===== src/core/uhs_pkg.sv =====
// constants and carrier types for the host select and modem line block
package uhs_pkg;

  // ----------------------------------------------------------------------
  // register indices on the three select bits
  // ----------------------------------------------------------------------
  localparam logic [2:0] UHS_IDX_DLL = 3'h0;
  localparam logic [2:0] UHS_IDX_IER = 3'h1;
  localparam logic [2:0] UHS_IDX_LCR = 3'h3;
  localparam logic [2:0] UHS_IDX_MCR = 3'h4;
  localparam logic [2:0] UHS_IDX_MSR = 3'h6;

  // ----------------------------------------------------------------------
  // field positions
  // ----------------------------------------------------------------------
  localparam int unsigned UHS_LCR_DLAB = 7;
  localparam int unsigned UHS_IER_MODEM = 3;
  localparam int unsigned UHS_MCR_DTR = 0;
  localparam int unsigned UHS_MCR_RTS = 1;
  localparam int unsigned UHS_MCR_LOOP = 4;
  localparam int unsigned UHS_MCR_FLOW = 5;
  localparam int unsigned UHS_MSR_DCTS = 0;
  localparam int unsigned UHS_MSR_DDSR = 1;
  localparam int unsigned UHS_MSR_DDCD = 3;
  localparam int unsigned UHS_MSR_CTS = 4;
  localparam int unsigned UHS_MSR_DSR = 5;
  localparam int unsigned UHS_MSR_DCD = 7;

  // ----------------------------------------------------------------------
  // reset values and timing
  // ----------------------------------------------------------------------
  localparam logic [7:0] UHS_RST_BYTE = 8'h00;
  localparam logic [15:0] UHS_RST_DIV = 16'h0001;
  localparam logic [15:0] UHS_DIV_OFF = 16'h0000;
  localparam int unsigned UHS_BAUD_MULT = 16;  // baud output runs at this multiple of bit rate

  // ----------------------------------------------------------------------
  // carrier types
  // ----------------------------------------------------------------------
  typedef struct packed {
    logic cs_a;
    logic cs_b;
    logic cs_n;
    logic [2:0] idx;
  } uhs_sel_s;

  typedef struct packed {
    uhs_sel_s sel_hold;
    logic [7:0] dll;
    logic [7:0] dlm;
    logic [7:0] ier;
    logic [7:0] lcr;
    logic [7:0] mcr;
    logic [3:0] delta;
    logic [2:0] pin_prev;
    logic primed;
    logic wr_prev;
    logic rd_msr;
    logic [15:0] baud_cnt;
    logic baud_out;
    logic [7:0] dout;
    logic doe;
    logic drv_off;
    logic dtr_n;
    logic irq;
    logic tx_allow;
    logic auto_cts;
    logic auto_rts;
  } uhs_state_s;

endpackage : uhs_pkg


===== src/core/uhs_host_sel.sv =====
// host select, divisor, modem status and modem control logic of the serial element
`timescale 1ns/100ps

// Behaviour
// - the three select bits pick the register on every host read or write
// - strobe low: select and chip-select inputs pass straight through
// - strobe rising edge captures select and chip-selects, held while strobe high
// - baud output is the 16x clock, reference divided by the divisor latches
// - selected only with both high chip-selects high and the low one low
// - modem status read shows clear-to-send bit 4, set-ready bit 5, carrier bit 7
// - change flags bits 0, 1, 3 set by any level change since last read
// - modem interrupt on set-ready or carrier change; clear-to-send only without auto mode
// - in auto clear-to-send mode a new character starts only while it is active
// - driver-disable high except while the host reads
// - eight data lines, output enable low when not driving
// - terminal-ready output active low while its control bit is set and loopback bit 4 is clear
// - terminal-ready inactive on reset, in loopback, or with bit cleared
// - control bits 5 and 1 both set give full auto flow, bit 5 alone auto clear-to-send
module uhs_host_sel (
  input wire logic mclk,
  input wire logic rst_b,
  input wire logic clk_en,
  input wire logic reg_sel_bit0,
  input wire logic reg_sel_bit1,
  input wire logic reg_sel_bit2,
  input wire logic chip_sel_hi_a,
  input wire logic chip_sel_hi_b,
  input wire logic chip_sel_low_n,
  input wire logic select_latch_strobe_n,
  input wire logic host_rd_n,
  input wire logic host_wr_n,
  input wire logic [7:0] data_in,
  output logic [7:0] data_out,
  output logic data_oe,
  output logic transceiver_disable_out,
  output logic tx_16x_clock_out,
  input wire logic cts_n,
  input wire logic dsr_n,
  input wire logic dcd_n,
  output logic dtr_n,
  output logic modem_irq,
  output logic tx_start_allow,
  output logic auto_cts_active,
  output logic auto_rts_active
);

  // ----------------------------------------------------------------------
  // state
  // ----------------------------------------------------------------------
  uhs_pkg::uhs_state_s st_q;
  uhs_pkg::uhs_state_s st_d;

  uhs_pkg::uhs_sel_s sel_live;
  uhs_pkg::uhs_sel_s sel_eff;
  logic selected;
  logic rd_now;
  logic wr_now;
  logic wr_take;
  logic rd_msr_now;
  logic [15:0] divisor;
  logic [3:0] delta_set;
  logic [7:0] msr_val;
  logic [7:0] rd_data;
  logic cts_act;

  // ----------------------------------------------------------------------
  // select path
  // ----------------------------------------------------------------------
  // live inputs gathered into one carrier
  assign sel_live = '{cs_a: chip_sel_hi_a, cs_b: chip_sel_hi_b, cs_n: chip_sel_low_n,
                      idx: {reg_sel_bit2, reg_sel_bit1, reg_sel_bit0}};
  // transparent while the strobe is low, held copy once it has risen
  assign sel_eff = select_latch_strobe_n ? st_q.sel_hold : sel_live;
  assign selected = sel_eff.cs_a & sel_eff.cs_b & ~sel_eff.cs_n;
  assign rd_now = selected & ~host_rd_n;
  assign wr_now = selected & ~host_wr_n;
  // one write per strobe: only the first cycle of a low write level counts
  assign wr_take = wr_now & ~st_q.wr_prev;
  assign rd_msr_now = rd_now & (sel_eff.idx == uhs_pkg::UHS_IDX_MSR);
  assign divisor = {st_q.dlm, st_q.dll};
  assign cts_act = ~cts_n;

  // ----------------------------------------------------------------------
  // modem status
  // ----------------------------------------------------------------------
  // pin_prev holds {dcd_n, dsr_n, cts_n}; first cycle after reset only primes it
  always_comb begin
    delta_set = 4'h0;
    delta_set[uhs_pkg::UHS_MSR_DCTS] = st_q.primed & (cts_n ^ st_q.pin_prev[0]);
    delta_set[uhs_pkg::UHS_MSR_DDSR] = st_q.primed & (dsr_n ^ st_q.pin_prev[1]);
    delta_set[uhs_pkg::UHS_MSR_DDCD] = st_q.primed & (dcd_n ^ st_q.pin_prev[2]);
  end

  // ring indicator and its trailing-edge flag are not part of this block, read as zero
  always_comb begin
    msr_val = {4'h0, st_q.delta};
    msr_val[uhs_pkg::UHS_MSR_CTS] = ~cts_n;
    msr_val[uhs_pkg::UHS_MSR_DSR] = ~dsr_n;
    msr_val[uhs_pkg::UHS_MSR_DCD] = ~dcd_n;
  end

  // ----------------------------------------------------------------------
  // read mux
  // ----------------------------------------------------------------------
  // index 0 and 1 fold onto the divisor while the latch-access bit is set
  always_comb begin
    rd_data = 8'h00;
    unique case (sel_eff.idx)
      uhs_pkg::UHS_IDX_DLL: rd_data = st_q.lcr[uhs_pkg::UHS_LCR_DLAB] ? st_q.dll : 8'h00;
      uhs_pkg::UHS_IDX_IER: rd_data = st_q.lcr[uhs_pkg::UHS_LCR_DLAB] ? st_q.dlm : st_q.ier;
      uhs_pkg::UHS_IDX_LCR: rd_data = st_q.lcr;
      uhs_pkg::UHS_IDX_MCR: rd_data = st_q.mcr;
      uhs_pkg::UHS_IDX_MSR: rd_data = msr_val;
      default: rd_data = 8'h00;  // data path registers live elsewhere
    endcase
  end

  // ----------------------------------------------------------------------
  // next state
  // ----------------------------------------------------------------------
  always_comb begin
    st_d = st_q;
    // hold copy tracks the inputs while the strobe is low, freezes once high
    if (!select_latch_strobe_n) begin
      st_d.sel_hold = sel_live;
    end
    st_d.wr_prev = wr_now;

    // register writes on the first cycle of a selected write
    if (wr_take) begin
      unique case (sel_eff.idx)
        uhs_pkg::UHS_IDX_DLL: begin
          if (st_q.lcr[uhs_pkg::UHS_LCR_DLAB]) begin
            st_d.dll = data_in;
          end
        end
        uhs_pkg::UHS_IDX_IER: begin
          if (st_q.lcr[uhs_pkg::UHS_LCR_DLAB]) begin
            st_d.dlm = data_in;
          end else begin
            st_d.ier = data_in;
          end
        end
        uhs_pkg::UHS_IDX_LCR: st_d.lcr = data_in;
        uhs_pkg::UHS_IDX_MCR: st_d.mcr = data_in;
        default: st_d.lcr = st_q.lcr;  // status and data path indices ignore writes
      endcase
    end

    // change flags: a new change wins over the clear at the end of a status read
    st_d.pin_prev = {dcd_n, dsr_n, cts_n};
    st_d.primed = 1'b1;
    st_d.rd_msr = rd_msr_now;
    if (st_q.rd_msr && !rd_msr_now) begin
      st_d.delta = delta_set;
    end else begin
      st_d.delta = st_q.delta | delta_set;
    end

    // baud divider: one reference cycle high every divisor cycles; zero stops it
    if (divisor == uhs_pkg::UHS_DIV_OFF) begin
      st_d.baud_cnt = 16'h0000;
      st_d.baud_out = 1'b0;
    end else if (st_q.baud_cnt == 16'h0000 || st_q.baud_cnt >= divisor) begin
      st_d.baud_cnt = 16'(divisor - 16'h0001);
      st_d.baud_out = 1'b1;
    end else begin
      st_d.baud_cnt = 16'(st_q.baud_cnt - 16'h0001);
      st_d.baud_out = 1'b0;
    end

    // host bus drive: registered, so data appears one cycle after the read begins
    st_d.dout = rd_now ? rd_data : 8'h00;
    st_d.doe = rd_now;
    st_d.drv_off = ~rd_now;

    // modem control outputs
    st_d.dtr_n = ~(st_q.mcr[uhs_pkg::UHS_MCR_DTR] &
                   ~st_q.mcr[uhs_pkg::UHS_MCR_LOOP]);
    st_d.auto_cts = st_q.mcr[uhs_pkg::UHS_MCR_FLOW];
    st_d.auto_rts = st_q.mcr[uhs_pkg::UHS_MCR_FLOW] & st_q.mcr[uhs_pkg::UHS_MCR_RTS];
    // transmitter may begin a character only while clear-to-send is active in auto mode
    st_d.tx_allow = ~st_q.mcr[uhs_pkg::UHS_MCR_FLOW] | cts_act;
    st_d.irq = st_q.ier[uhs_pkg::UHS_IER_MODEM] &
               (st_q.delta[uhs_pkg::UHS_MSR_DDSR] | st_q.delta[uhs_pkg::UHS_MSR_DDCD] |
                (st_q.delta[uhs_pkg::UHS_MSR_DCTS] &
                 ~st_q.mcr[uhs_pkg::UHS_MCR_FLOW]));
  end

  // ----------------------------------------------------------------------
  // state register
  // ----------------------------------------------------------------------
  // clock enable low freezes everything, including the baud divider
  always_ff @(posedge mclk or negedge rst_b) begin
    if (!rst_b) begin
      st_q <= '0;
      st_q.sel_hold <= '{cs_a: 1'b0, cs_b: 1'b0, cs_n: 1'b1, idx: 3'h0};
      st_q.dll <= uhs_pkg::UHS_RST_DIV[7:0];
      st_q.dlm <= uhs_pkg::UHS_RST_DIV[15:8];
      st_q.ier <= uhs_pkg::UHS_RST_BYTE;
      st_q.lcr <= uhs_pkg::UHS_RST_BYTE;
      st_q.mcr <= uhs_pkg::UHS_RST_BYTE;
      st_q.pin_prev <= 3'h7;
      st_q.drv_off <= 1'b1;
      st_q.dtr_n <= 1'b1;
      st_q.tx_allow <= 1'b1;
    end else if (clk_en) begin
      st_q <= st_d;
    end
  end

  // ----------------------------------------------------------------------
  // outputs
  // ----------------------------------------------------------------------
  assign data_out = st_q.dout;
  assign data_oe = st_q.doe;
  assign transceiver_disable_out = st_q.drv_off;
  assign tx_16x_clock_out = st_q.baud_out;
  assign dtr_n = st_q.dtr_n;
  assign modem_irq = st_q.irq;
  assign tx_start_allow = st_q.tx_allow;
  assign auto_cts_active = st_q.auto_cts;
  assign auto_rts_active = st_q.auto_rts;
endmodule // uhs_host_sel


===== config.mk =====
export PLATFORM = sky130hd
export DESIGN_NAME = uhs_host_sel
export DESIGN_NICKNAME = d
export VERILOG_FILES = /design/src/core/uhs_pkg.sv /design/src/core/uhs_host_sel.sv
export SDC_FILE = /design/constraint.sdc
export NUM_CORES = 1
export LEC_CHECK = 0
export ABC_AREA = 0
export BUFFER_PORTS_ARGS = -buffer_cell sky130_fd_sc_hd__buf_2
export CORE_ASPECT_RATIO = 0.8
export CORE_MARGIN = 5
export CORE_UTILIZATION = 27
export DETAILED_ROUTE_END_ITERATION = 7
export REMOVE_ABC_BUFFERS = 1
export SETUP_SLACK_MARGIN = 0.1
export SLEW_MARGIN = 10
export SYNTH_ARGS = -nofsm -noshare
export SYNTH_HDL_FRONTEND = slang
export SYNTH_SLANG_ARGS = --single-unit
export TNS_END_PERCENT = 50

===== constraint.sdc =====
create_clock -name mclk -period 5.05 [get_ports mclk]
set_input_delay 0.2525 -clock mclk [delete_from_list [all_inputs] [get_ports mclk]]
set_output_delay 0.2525 -clock mclk [all_outputs]
set_load 0.005 [all_outputs]

==> results of run 1 <==
how the worst max path moves through the flow:
stage                    startpoint                    to  slack (ns)
2_1_floorplan  st_q[18]$_DFFE_PN0P_  st_q[28]$_DFFE_PN0P_        0.36
3_3_place_gp   st_q[19]$_DFFE_PN0P_  st_q[28]$_DFFE_PN0P_        0.59
3_5_place_dp   st_q[18]$_DFFE_PN0P_  st_q[28]$_DFFE_PN0P_        0.44
4_1_cts        st_q[18]$_DFFE_PN0P_  st_q[28]$_DFFE_PN0P_        0.41
5_1_grt        st_q[18]$_DFFE_PN0P_  st_q[28]$_DFFE_PN0P_        0.10
6_report       st_q[18]$_DFFE_PN0P_  st_q[28]$_DFFE_PN0P_        0.38
layer usage:
metal | GRT usage (%) | part of all wire [%] | wire length (um) | vias to the layer above
met5 | 0 | 0.11 | 13 | -
met2 | 18.25 | 44 | 5393 | 105
li1 | - | - | - | 1724
met1 | 17.18 | 49 | 5949 | 1860
met3 | 3.879 | 6.2 | 760 | 11
met4 | 3.059 | 1.2 | 143 | 2
area by class of cell:
cell class | count | area (um2) | area share (%)
tap | 225 | 281.5 | 5.111
inverter | 28 | 105.1 | 1.908
multi-input combinational | 311 | 2385 | 43.30
sequential | 87 | 2187 | 39.71
timing repair buffer | 44 | 240.2 | 4.362
clock inverter | 5 | 56.30 | 1.022
clock buffer | 11 | 252.7 | 4.589
cell families (layout without fill, tap and decap cells):
logic type / after synthesis / after routing / synth area share [%]
buffers and inverters: 53 / 88 / 5.091
AO/OA/AOI/OAI: 108 / 108 / 15.82
XOR/XNOR: 15 / 15 / 2.727
flip-flops: 87 / 87 / 45.40
multiplexers: 66 / 66 / 15.01
AND/OR/NAND/NOR: 105 / 105 / 11.53
adder cells (fa/ha/maj): 17 / 17 / 4.416
stage by stage:
stage / setup slack, ns / total power [W] / instances / util, % / area (um2)
after CTS: 0.4106 / 0.002354 / 711 / 31.60 / 5508
after global routing: 0.1022 / 0.002478 / 711 / 31.60 / 5508
after global placement: 0.5933 / 0.001630 / 694 / 29.77 / 5189
after detailed placement: 0.4440 / 0.001659 / 694 / 29.77 / 5189
after floorplan: 0.3604 / 0.001426 / 426 / - / 4677
final: 0.3769 / 0.002351 / 711 / 31.60 / 5508
cell usage in the layout (no fill, tap or decap), types with 2 or more instances in the layout:
cell type,n
mux2_2,50
a222oi_1,2
xnor2_1,14
o21ai_1,3
nor4_1,6
nor3_1,7
nand4_1,4
clkbuf_8,2
and2_1,2
a211o_1,2
dfstp_2,8
or3_1,7
a31oi_1,2
a22oi_1,5
o2bb2ai_1,10
nand2b_1,5
o21a_1,2
inv_1,27
o31ai_1,6
o211ai_1,4
clkinv_2,2
mux2i_1,16
buf_2,37
ha_1,17
nand3_1,12
nor2_1,17
o21ai_0,24
nand2_1,24
a221oi_1,7
a221o_1,3
a21oi_1,16
and3_1,4
clkbuf_16,9
a21o_1,2
a22o_1,7
dfrtp_1,79
o22ai_1,3
nor2b_1,4
buf_4,6
sequential cells by signal, indices dropped and copies added, names as in the netlist, 3 cells and up:
name,cells
st_q,51
divisor,16
data_out,8
msr_val,3
report_power, final:
part	total [W]	internal, W	switching [W]
sequential	0.000845	0.000771	0.0000740
clock	0.000690	0.000410	0.000281
combinational	0.000816	0.000344	0.000472
==> results.sh, run 1 <==
export IMPL_ys_top_cells_by_area="dfrtp_1 (41%), mux2_2 (12%), ha_1 (4.4%)"
export IMPL_grt_pass1_wl_um=20400
export IMPL_synth_top_cell_by_area="dfrtp_1"
export IMPL_crit_path_start_kind="flip-flop"
export IMPL_whs_path_depth=2
export IMPL_final_antenna_net_count=0
export IMPL_io_pins=39
export IMPL_cts_max_level=3
export IMPL_hold_buffers=1
export IMPL_nets=521
export IMPL_die_y_um=129.5
export IMPL_cp_num_buf_inv=0
export IMPL_critPathSlowestCell="o221ai_2"
export IMPL_diodes=0
export IMPL_async_flop_share_pct=100.0
export IMPL_timing_rr_end="st_q[28]$_DFFE_PN0P_"
export IMPL_grt_util_all_layers_pct=12.19
export IMPL_p_per_area_nw_per_um2=426.9
export IMPL_yosys_cell_count_top_type="dfrtp_1"
export IMPL_crit_type="flip-flop to flip-flop"
export IMPL_fill_cells=1785
export IMPL_rsz0062_at_grt="false"
export IMPL_outcome="completed"
export IMPL_cap_violations=0
export IMPL_initial_core_util_pct=27.63
export IMPL_drt_iter0_markers=281
export IMPL_synthCells=451
export IMPL_vias_per_cell=5.207
export IMPL_path_cells="or3_1 > or4_4 > or3_1 > or3_1 > o221ai_2 > mux2i_1 > ha_1 > nand3_1 > or3_1 > o41ai_1 > o21ai_0 > a221o_1"
export IMPL_routed_wl_um=12260
export IMPL_wl_per_cell_um=17.24
export IMPL_synth_cell_types=64
export IMPL_rows=43
export IMPL_synth_edf_count=0
export IMPL_max_slew_margin_pct=46.92
export IMPL_fmax_mhz=214.0
export IMPL_antenna_found_initial=1
export IMPL_cp_top_family="simple AND/OR/NAND/NOR gates"
export IMPL_syn_area_per_cell_um2=10.68
export IMPL_drc=0
export IMPL_crit_fanout=10
export IMPL_cp_data_required_time_ns=5.28
export IMPL_rrSetupSlack_ns=0.38
export IMPL_period_needed_ns=4.673
export IMPL_cts_tree="yes"
export IMPL_drtPass1Iterations=5
export IMPL_ys_warn_count=0
export IMPL_area_delta_synth_final_pct=14.34
export IMPL_crit_top_cell="or3_1"
export IMPL_vias=3702
export IMPL_skew_ns=0.007044
export IMPL_cp_end_kind="flip-flop"
export IMPL_hold_start="host_wr_n"
export IMPL_setup_tns_ns=0
export IMPL_yosysSeqAreaShare_pct=45.40
export IMPL_setup_viol=0
export IMPL_root_buffer="clkbuf_16"
export IMPL_cts_made_buffers=9
export IMPL_cts_setup_buffers=0
export IMPL_tightest_slew_ns=0.7962
export IMPL_vdd_ir_drop_max_mv=0.1877
export IMPL_clk_path_buf_depth=2
export IMPL_arrival_ns=4.90
export IMPL_grt_max_degree=64
export IMPL_fin_hold_ws_ns=0.1270
export IMPL_clock_latency_ns=0.34
export IMPL_slew_viol_final=0
export IMPL_ys_ff_latch=87
export IMPL_holdPathEnd="st_q[33]$_DFFE_PN0P_"
export IMPL_grt_pass1_vias=3691
export IMPL_die_area_um2=20630
export IMPL_path_depth=12
export IMPL_finalHoldViolations=0
export IMPL_cpPeakStageDelay_ns=0.49
export IMPL_grt_overflow_total=0
export IMPL_port_buffers=38
export IMPL_path_clk_slew_ns=0.06
export IMPL_clock_sinks=87
export IMPL_cts_resized=0
export IMPL_drive_above_1_share_pct=25.51
export IMPL_gp_congestion=0.8635
export IMPL_synth_common_cells="dfrtp_1 (79), mux2_2 (50), inv_1 (27)"
export IMPL_rr_startpoint="st_q[18]$_DFFE_PN0P_"
export IMPL_coreArea_um2=17430
export IMPL_p_leak_nw=2.561
export IMPL_timing_final_crit_share_pct=92.54
export IMPL_hp_class="primary input to flip-flop"
export IMPL_reg2reg_depth=12
export IMPL_netlist_area_um2=4817
export IMPL_yosysTopAreaCellShare_pct=41.04
export IMPL_place_hpwl_um=8964
export IMPL_ys_flop_type="dfrtp_1"
export IMPL_die_w_um=159.3
No activity file was read; power rests on OpenSTA's default activity.
==> run 2: changes to the inputs <==
--- a/config.mk
+++ b/config.mk
@@ -9,8 +9,9 @@
 export BUFFER_PORTS_ARGS = -buffer_cell sky130_fd_sc_hd__buf_2
 export CORE_ASPECT_RATIO = 0.8
 export CORE_MARGIN = 5
-export CORE_UTILIZATION = 27
+export CORE_UTILIZATION = 55
 export DETAILED_ROUTE_END_ITERATION = 7
+export PLACE_DENSITY = 0.82
 export REMOVE_ABC_BUFFERS = 1
 export SETUP_SLACK_MARGIN = 0.1
 export SLEW_MARGIN = 10
==> results.sh, run 2 (same netlist as run 1, synthesis figures left out) <==
export IMPL_initial_core_util_pct=56.53
export IMPL_swShare_pct=36.80
export IMPL_cts_made_buffers=9
export IMPL_cp_end_kind="flip-flop"
export IMPL_hp_class="primary input to asynchronous set/reset pin"
export IMPL_setup_viol=0
export IMPL_cts_max_level=3
export IMPL_wl_per_cell_um=18.71
export IMPL_place_hpwl_um=8070
export IMPL_arrival_ns=4.85
export IMPL_routed_wl_um=11170
export IMPL_grt_pass1_wl_um=19180
export IMPL_crit_fanout=13
export IMPL_finalHoldViolations=0
export IMPL_stdcell_count=597
export IMPL_rr_startpoint="st_q[18]$_DFFE_PN0P_"
export IMPL_crit_type="flip-flop to flip-flop"
export IMPL_dpl_worst_slack_ns=0.5086
export IMPL_die_area_um2=10740
export IMPL_regMostFlops="st_q"
export IMPL_drt_iter0_markers=283
export IMPL_setup_tns_ns=0
export IMPL_clk_path_buf_depth=2
export IMPL_diodes=0
export IMPL_coreArea_um2=8521
export IMPL_grt_max_degree=88
export IMPL_crit_path_start_kind="flip-flop"
export IMPL_io_pins=39
export IMPL_drive_above_1_share_pct=25.36
export IMPL_rrSetupSlack_ns=0.46
export IMPL_die_w_um=114.6
export IMPL_die_y_um=93.71
export IMPL_rsz0062_at_grt="false"
export IMPL_skew_ns=0.009418
export IMPL_reg2reg_depth=13
export IMPL_most_common_layout_cells="dfrtp_1 (79), mux2_2 (50), buf_2 (37)"
export IMPL_vias_per_cell=6.191
export IMPL_grt_util_all_layers_pct=22.78
export IMPL_grt_pass1_vias=3788
export IMPL_tightest_slew_ns=1.082
export IMPL_clockPowerShare_pct=23.3
export IMPL_p_switching_w=0.0007933
export IMPL_p_total_w=0.002156
export IMPL_seqPwrFrac_pct=39.2
export IMPL_fmax_mhz=217.8
export IMPL_path_clk_slew_ns=0.09
export IMPL_layout_commonest_cell="dfrtp_1"
export IMPL_cts_resized=0
export IMPL_nets=520
export IMPL_clock_latency_ns=0.37
export IMPL_cts_tree="yes"
export IMPL_drtPass1Iterations=5
export IMPL_cts_setup_buffers=0
export IMPL_combPwrFrac_pct=37.4
export IMPL_p_int_w=0.001362
export IMPL_rows=30
export IMPL_vdd_ir_drop_max_mv=0.3542
export IMPL_p_leak_nw=2.509
export IMPL_root_buffer="clkbuf_8"
export IMPL_slew_viol_final=0
export IMPL_grt_overflow_total=0
export IMPL_place_inst=581
export IMPL_max_slew_margin_pct=27.85
export IMPL_outcome="completed"
export IMPL_timing_final_crit_share_pct=90.91
export IMPL_largest_reg_flops=51
export IMPL_antenna_found_initial=0
export IMPL_cap_violations=0
export IMPL_drc=0
export IMPL_gp_congestion=0.8962
export IMPL_timing_rr_end="st_q[28]$_DFFE_PN0P_"
export IMPL_area_delta_synth_final_pct=8.935
export IMPL_final_antenna_net_count=0
export IMPL_hold_buffers=0
export IMPL_period_needed_ns=4.591
export IMPL_clock_sinks=87
export IMPL_vias=3696
export IMPL_cp_data_required_time_ns=5.31
export IMPL_port_buffers=38
export IMPL_timing_final_ws_setup_ns=0.4592
export IMPL_p_per_area_nw_per_um2=410.8
==> run 2: cell count changes in the layout (fill, tap and decap cells not counted) <==
cell,delta
clkbuf_16,-9
dlygate4sd3_1,-1
inv_8,+1
clkbuf_8,+7
clkinv_4,-1
clkbuf_1,+1
clkinvlp_4,-1
clkinv_2,-1
inv_6,+3
==> run 2: worst max-delay path by stage <==
stage | startpoint | end | slack, ns | cells after the start
after floorplan | st_q[18]$_DFFE_PN0P_ | st_q[28]$_DFFE_PN0P_ | 0.36 | 12
after global placement | st_q[18]$_DFFE_PN0P_ | st_q[28]$_DFFE_PN0P_ | 0.75 | 13
after detailed placement | st_q[19]$_DFFE_PN0P_ | st_q[28]$_DFFE_PN0P_ | 0.51 | 13
after CTS | st_q[19]$_DFFE_PN0P_ | st_q[28]$_DFFE_PN0P_ | 0.47 | 13
after global routing | st_q[18]$_DFFE_PN0P_ | st_q[28]$_DFFE_PN0P_ | 0.19 | 13
final | st_q[18]$_DFFE_PN0P_ | st_q[28]$_DFFE_PN0P_ | 0.46 | 13
==> run 2: critical path: stages, from the launching register on <==
cell and delay, ns:
dfrtp_1 0.47, or3_1 0.40, or4_4 0.44, or3_1 0.35, or3_1 0.37, o221ai_2 0.22, buf_4 0.24, mux2i_1 0.30
ha_1 0.41, nand3_1 0.16, or3_1 0.44, o41ai_1 0.28, o21ai_0 0.12, a221o_1 0.31
==> run 2: metal layers <==
| layer | wire, um | up-vias | GRT usage (%) |
|---|---|---|---|
| li1 | - | 1721 | - |
| met1 | 5011 | 1841 | 30.70 |
| met2 | 5409 | 116 | 36.68 |
| met3 | 576 | 18 | 5.344 |
| met4 | 170 | 0 | 6.726 |
| met5 | 0 | - | 0 |
==> run 2: power groups by stage <==
stage / logic (W) / clock network, W / registers, W
finish: 0.000807 / 0.000503 / 0.000846
global route: 0.000889 / 0.000539 / 0.000856
CTS: 0.000800 / 0.000511 / 0.000843
detailed placement: 0.000792 / 0 / 0.000857
global placement: 0.000759 / 0 / 0.000850
floorplan: 0.000591 / 0 / 0.000835
==> run 2: area by class of cell <==
cell class                 count  area (um2)
inverter                      28       105.1
tap                          112       140.1
sequential                    87        2187
clock inverter                 6       72.57
timing repair buffer          43       230.2
clock buffer                  10       127.6
fill                         679        3273
multi-input combinational    311        2385
==> run 2: per-stage QoR <==
stage               cell area, um2  utilization [%]  hold slack [ns]
global route                  5248            61.59          0.07884
CTS                           5248            61.59          0.07377
floorplan                     4677                -         -0.04309
global placement              5047            59.24           0.4507
finish                        5248            61.59          0.03257
detailed placement            5047            59.24           0.4644
==> run 3: changes to the inputs <==
--- a/config.mk
+++ b/config.mk
@@ -7,6 +7,7 @@
 export LEC_CHECK = 0
 export ABC_AREA = 0
 export BUFFER_PORTS_ARGS = -buffer_cell sky130_fd_sc_hd__buf_2
+export CAP_MARGIN = 10
 export CORE_ASPECT_RATIO = 0.8
 export CORE_MARGIN = 5
 export CORE_UTILIZATION = 55
==> constraint.sdc (replaced) <==
create_clock -name mclk -period 5.05 [get_ports mclk]
set_input_delay 1.01 -clock mclk [delete_from_list [all_inputs] [get_ports mclk]]
set_output_delay 1.01 -clock mclk [all_outputs]
set_load 0.005 [all_outputs]
==> results.sh, run 3 (same netlist as run 1, synthesis figures left out) <==
export IMPL_grt_pass1_vias=3762
export IMPL_cts_resized=0
export IMPL_setup_viol=0
export IMPL_cts_made_buffers=9
export IMPL_rr_startpoint="st_q[19]$_DFFE_PN0P_"
export IMPL_crit_type="flip-flop to flip-flop"
export IMPL_outcome="completed"
export IMPL_cts_setup_buffers=0
export IMPL_grt_util_all_layers_pct=22.47
export IMPL_port_buffers=38
export IMPL_cp_num_buf_inv=1
export IMPL_layout_commonest_cell="dfrtp_1"
export IMPL_fin_hold_ws_ns=0.4718
export IMPL_vdd_ir_drop_max_mv=0.3363
export IMPL_gp_congestion=0.9016
export IMPL_path_clk_slew_ns=0.08
export IMPL_p_per_area_nw_per_um2=402.7
export IMPL_period_needed_ns=4.540
export IMPL_hold_start="st_q[34]$_DFFE_PN0P_"
export IMPL_clk_path_buf_depth=2
export IMPL_whs_path_depth=1
export IMPL_rrSetupSlack_ns=0.51
export IMPL_die_area_um2=10740
export IMPL_routed_wl_um=11120
export IMPL_area_delta_synth_final_pct=8.623
export IMPL_rsz0062_at_grt="false"
export IMPL_dpl_worst_slack_ns=0.5718
export IMPL_clock_sinks=87
export IMPL_finalHoldViolations=0
export IMPL_drive_above_1_share_pct=25.15
export IMPL_timing_final_crit_share_pct=89.91
export IMPL_arrival_ns=4.79
export IMPL_p_total_w=0.002107
export IMPL_wl_per_cell_um=18.62
export IMPL_stdcell_count=597
export IMPL_tightest_slew_ns=1.057
export IMPL_setup_tns_ns=0
export IMPL_place_inst=581
export IMPL_drt_iter0_markers=271
export IMPL_cts_max_level=3
export IMPL_timing_final_ws_setup_ns=0.5097
export IMPL_hold_buffers=0
export IMPL_holdPathEnd="st_q[34]$_DFFE_PN0P_"
export IMPL_drtPass1Iterations=5
export IMPL_skew_ns=0.01192
export IMPL_die_w_um=114.6
export IMPL_cpPeakStageDelay_ns=0.45
export IMPL_nets=520
export IMPL_crit_path_start_kind="flip-flop"
export IMPL_grt_pass1_wl_um=19130
export IMPL_cts_tree="yes"
export IMPL_antenna_found_initial=0
export IMPL_cp_end_kind="flip-flop"
export IMPL_reg2reg_depth=13
export IMPL_grt_max_degree=88
export IMPL_root_buffer="clkbuf_8"
export IMPL_vias_per_cell=6.211
export IMPL_cp_top_family="simple AND/OR/NAND/NOR gates"
export IMPL_vias=3708
export IMPL_place_hpwl_um=8122
export IMPL_cp_data_required_time_ns=5.30
export IMPL_hp_class="flip-flop to flip-flop"
export IMPL_initial_core_util_pct=56.53
export IMPL_clock_latency_ns=0.37
export IMPL_crit_fanout=13
export IMPL_p_leak_nw=2.500
export IMPL_largest_reg_flops=51
export IMPL_coreArea_um2=8521
export IMPL_slew_viol_final=0
export IMPL_die_y_um=93.71
export IMPL_final_antenna_net_count=0
export IMPL_rows=30
export IMPL_path_cells="or3_1 > or4_4 > or3_1 > or3_1 > o221ai_2 > buf_4 > mux2i_1 > ha_1 > nand3_1 > or3_1 > o41ai_1 > o21ai_0 > a221o_1"
export IMPL_fill_cells=704
export IMPL_diodes=0
export IMPL_grt_overflow_total=0
export IMPL_critPathSlowestCell="dfrtp_1"
export IMPL_crit_top_cell="or3_1"
export IMPL_timing_rr_end="st_q[28]$_DFFE_PN0P_"
export IMPL_io_pins=39
export IMPL_max_slew_margin_pct=29.55
export IMPL_cap_violations=0
export IMPL_fmax_mhz=220.3
export IMPL_regMostFlops="st_q"
export IMPL_most_common_layout_cells="dfrtp_1 (79), mux2_2 (50), buf_2 (37)"
export IMPL_drc=0
==> run 3: through the flow <==
step                instance area, um2  utilization (%)
floorplan                         4677                -
finish                            5233            61.41
detailed placement                5047            59.24
global route                      5233            61.41
CTS                               5233            61.41
global placement                  5047            59.24
==> run 3: worst reg2reg max path, stage by stage, from the launching register on <==
cell      delay [ns]
dfrtp_1         0.45
or3_1           0.41
or4_4           0.43
or3_1           0.34
or3_1           0.36
o221ai_2        0.20
buf_4           0.24
mux2i_1         0.28
ha_1            0.39
nand3_1         0.17
or3_1           0.44
o41ai_1         0.28
o21ai_0         0.11
a221o_1         0.32
==> run 3: cell type report <==
type                       count  area, um2  share of cell area (%)
multi-input combinational    311       2385                   45.58
sequential                    87       2187                   41.80
timing repair buffer          43      230.2                   4.400
clock buffer                  13      158.9                   3.037
tap                          112      140.1                   2.678
inverter                      28      105.1                   2.009
clock inverter                 3      26.28                  0.5022
==> run 3: worst max path at each step <==
stage / startpoint / to / slack, ns / depth (start not counted)
CTS: st_q[19]$_DFFE_PN0P_ / st_q[28]$_DFFE_PN0P_ / 0.55 / 13
global route: st_q[18]$_DFFE_PN0P_ / st_q[28]$_DFFE_PN0P_ / 0.18 / 13
global placement: st_q[18]$_DFFE_PN0P_ / st_q[28]$_DFFE_PN0P_ / 0.76 / 13
finish: st_q[19]$_DFFE_PN0P_ / st_q[28]$_DFFE_PN0P_ / 0.51 / 13
floorplan: st_q[18]$_DFFE_PN0P_ / st_q[28]$_DFFE_PN0P_ / 0.36 / 12
detailed placement: st_q[19]$_DFFE_PN0P_ / st_q[28]$_DFFE_PN0P_ / 0.57 / 13
==> run 3: layer usage <==
layer	vias to the layer above	part of all wire [%]	global-route usage [%]
met3	16	6.0	5.924
met1	1852	45	30.71
li1	1716	-	-
met4	0	1.3	4.847
met5	-	0	0
met2	124	48	36.05
==> run 3: where the power goes <==
part | internal (W) | switching (W) | leakage, nW
registers | 0.000770 | 0.0000765 | 1.14
clock network | 0.000211 | 0.000253 | 0.0946
logic | 0.000356 | 0.000442 | 1.26
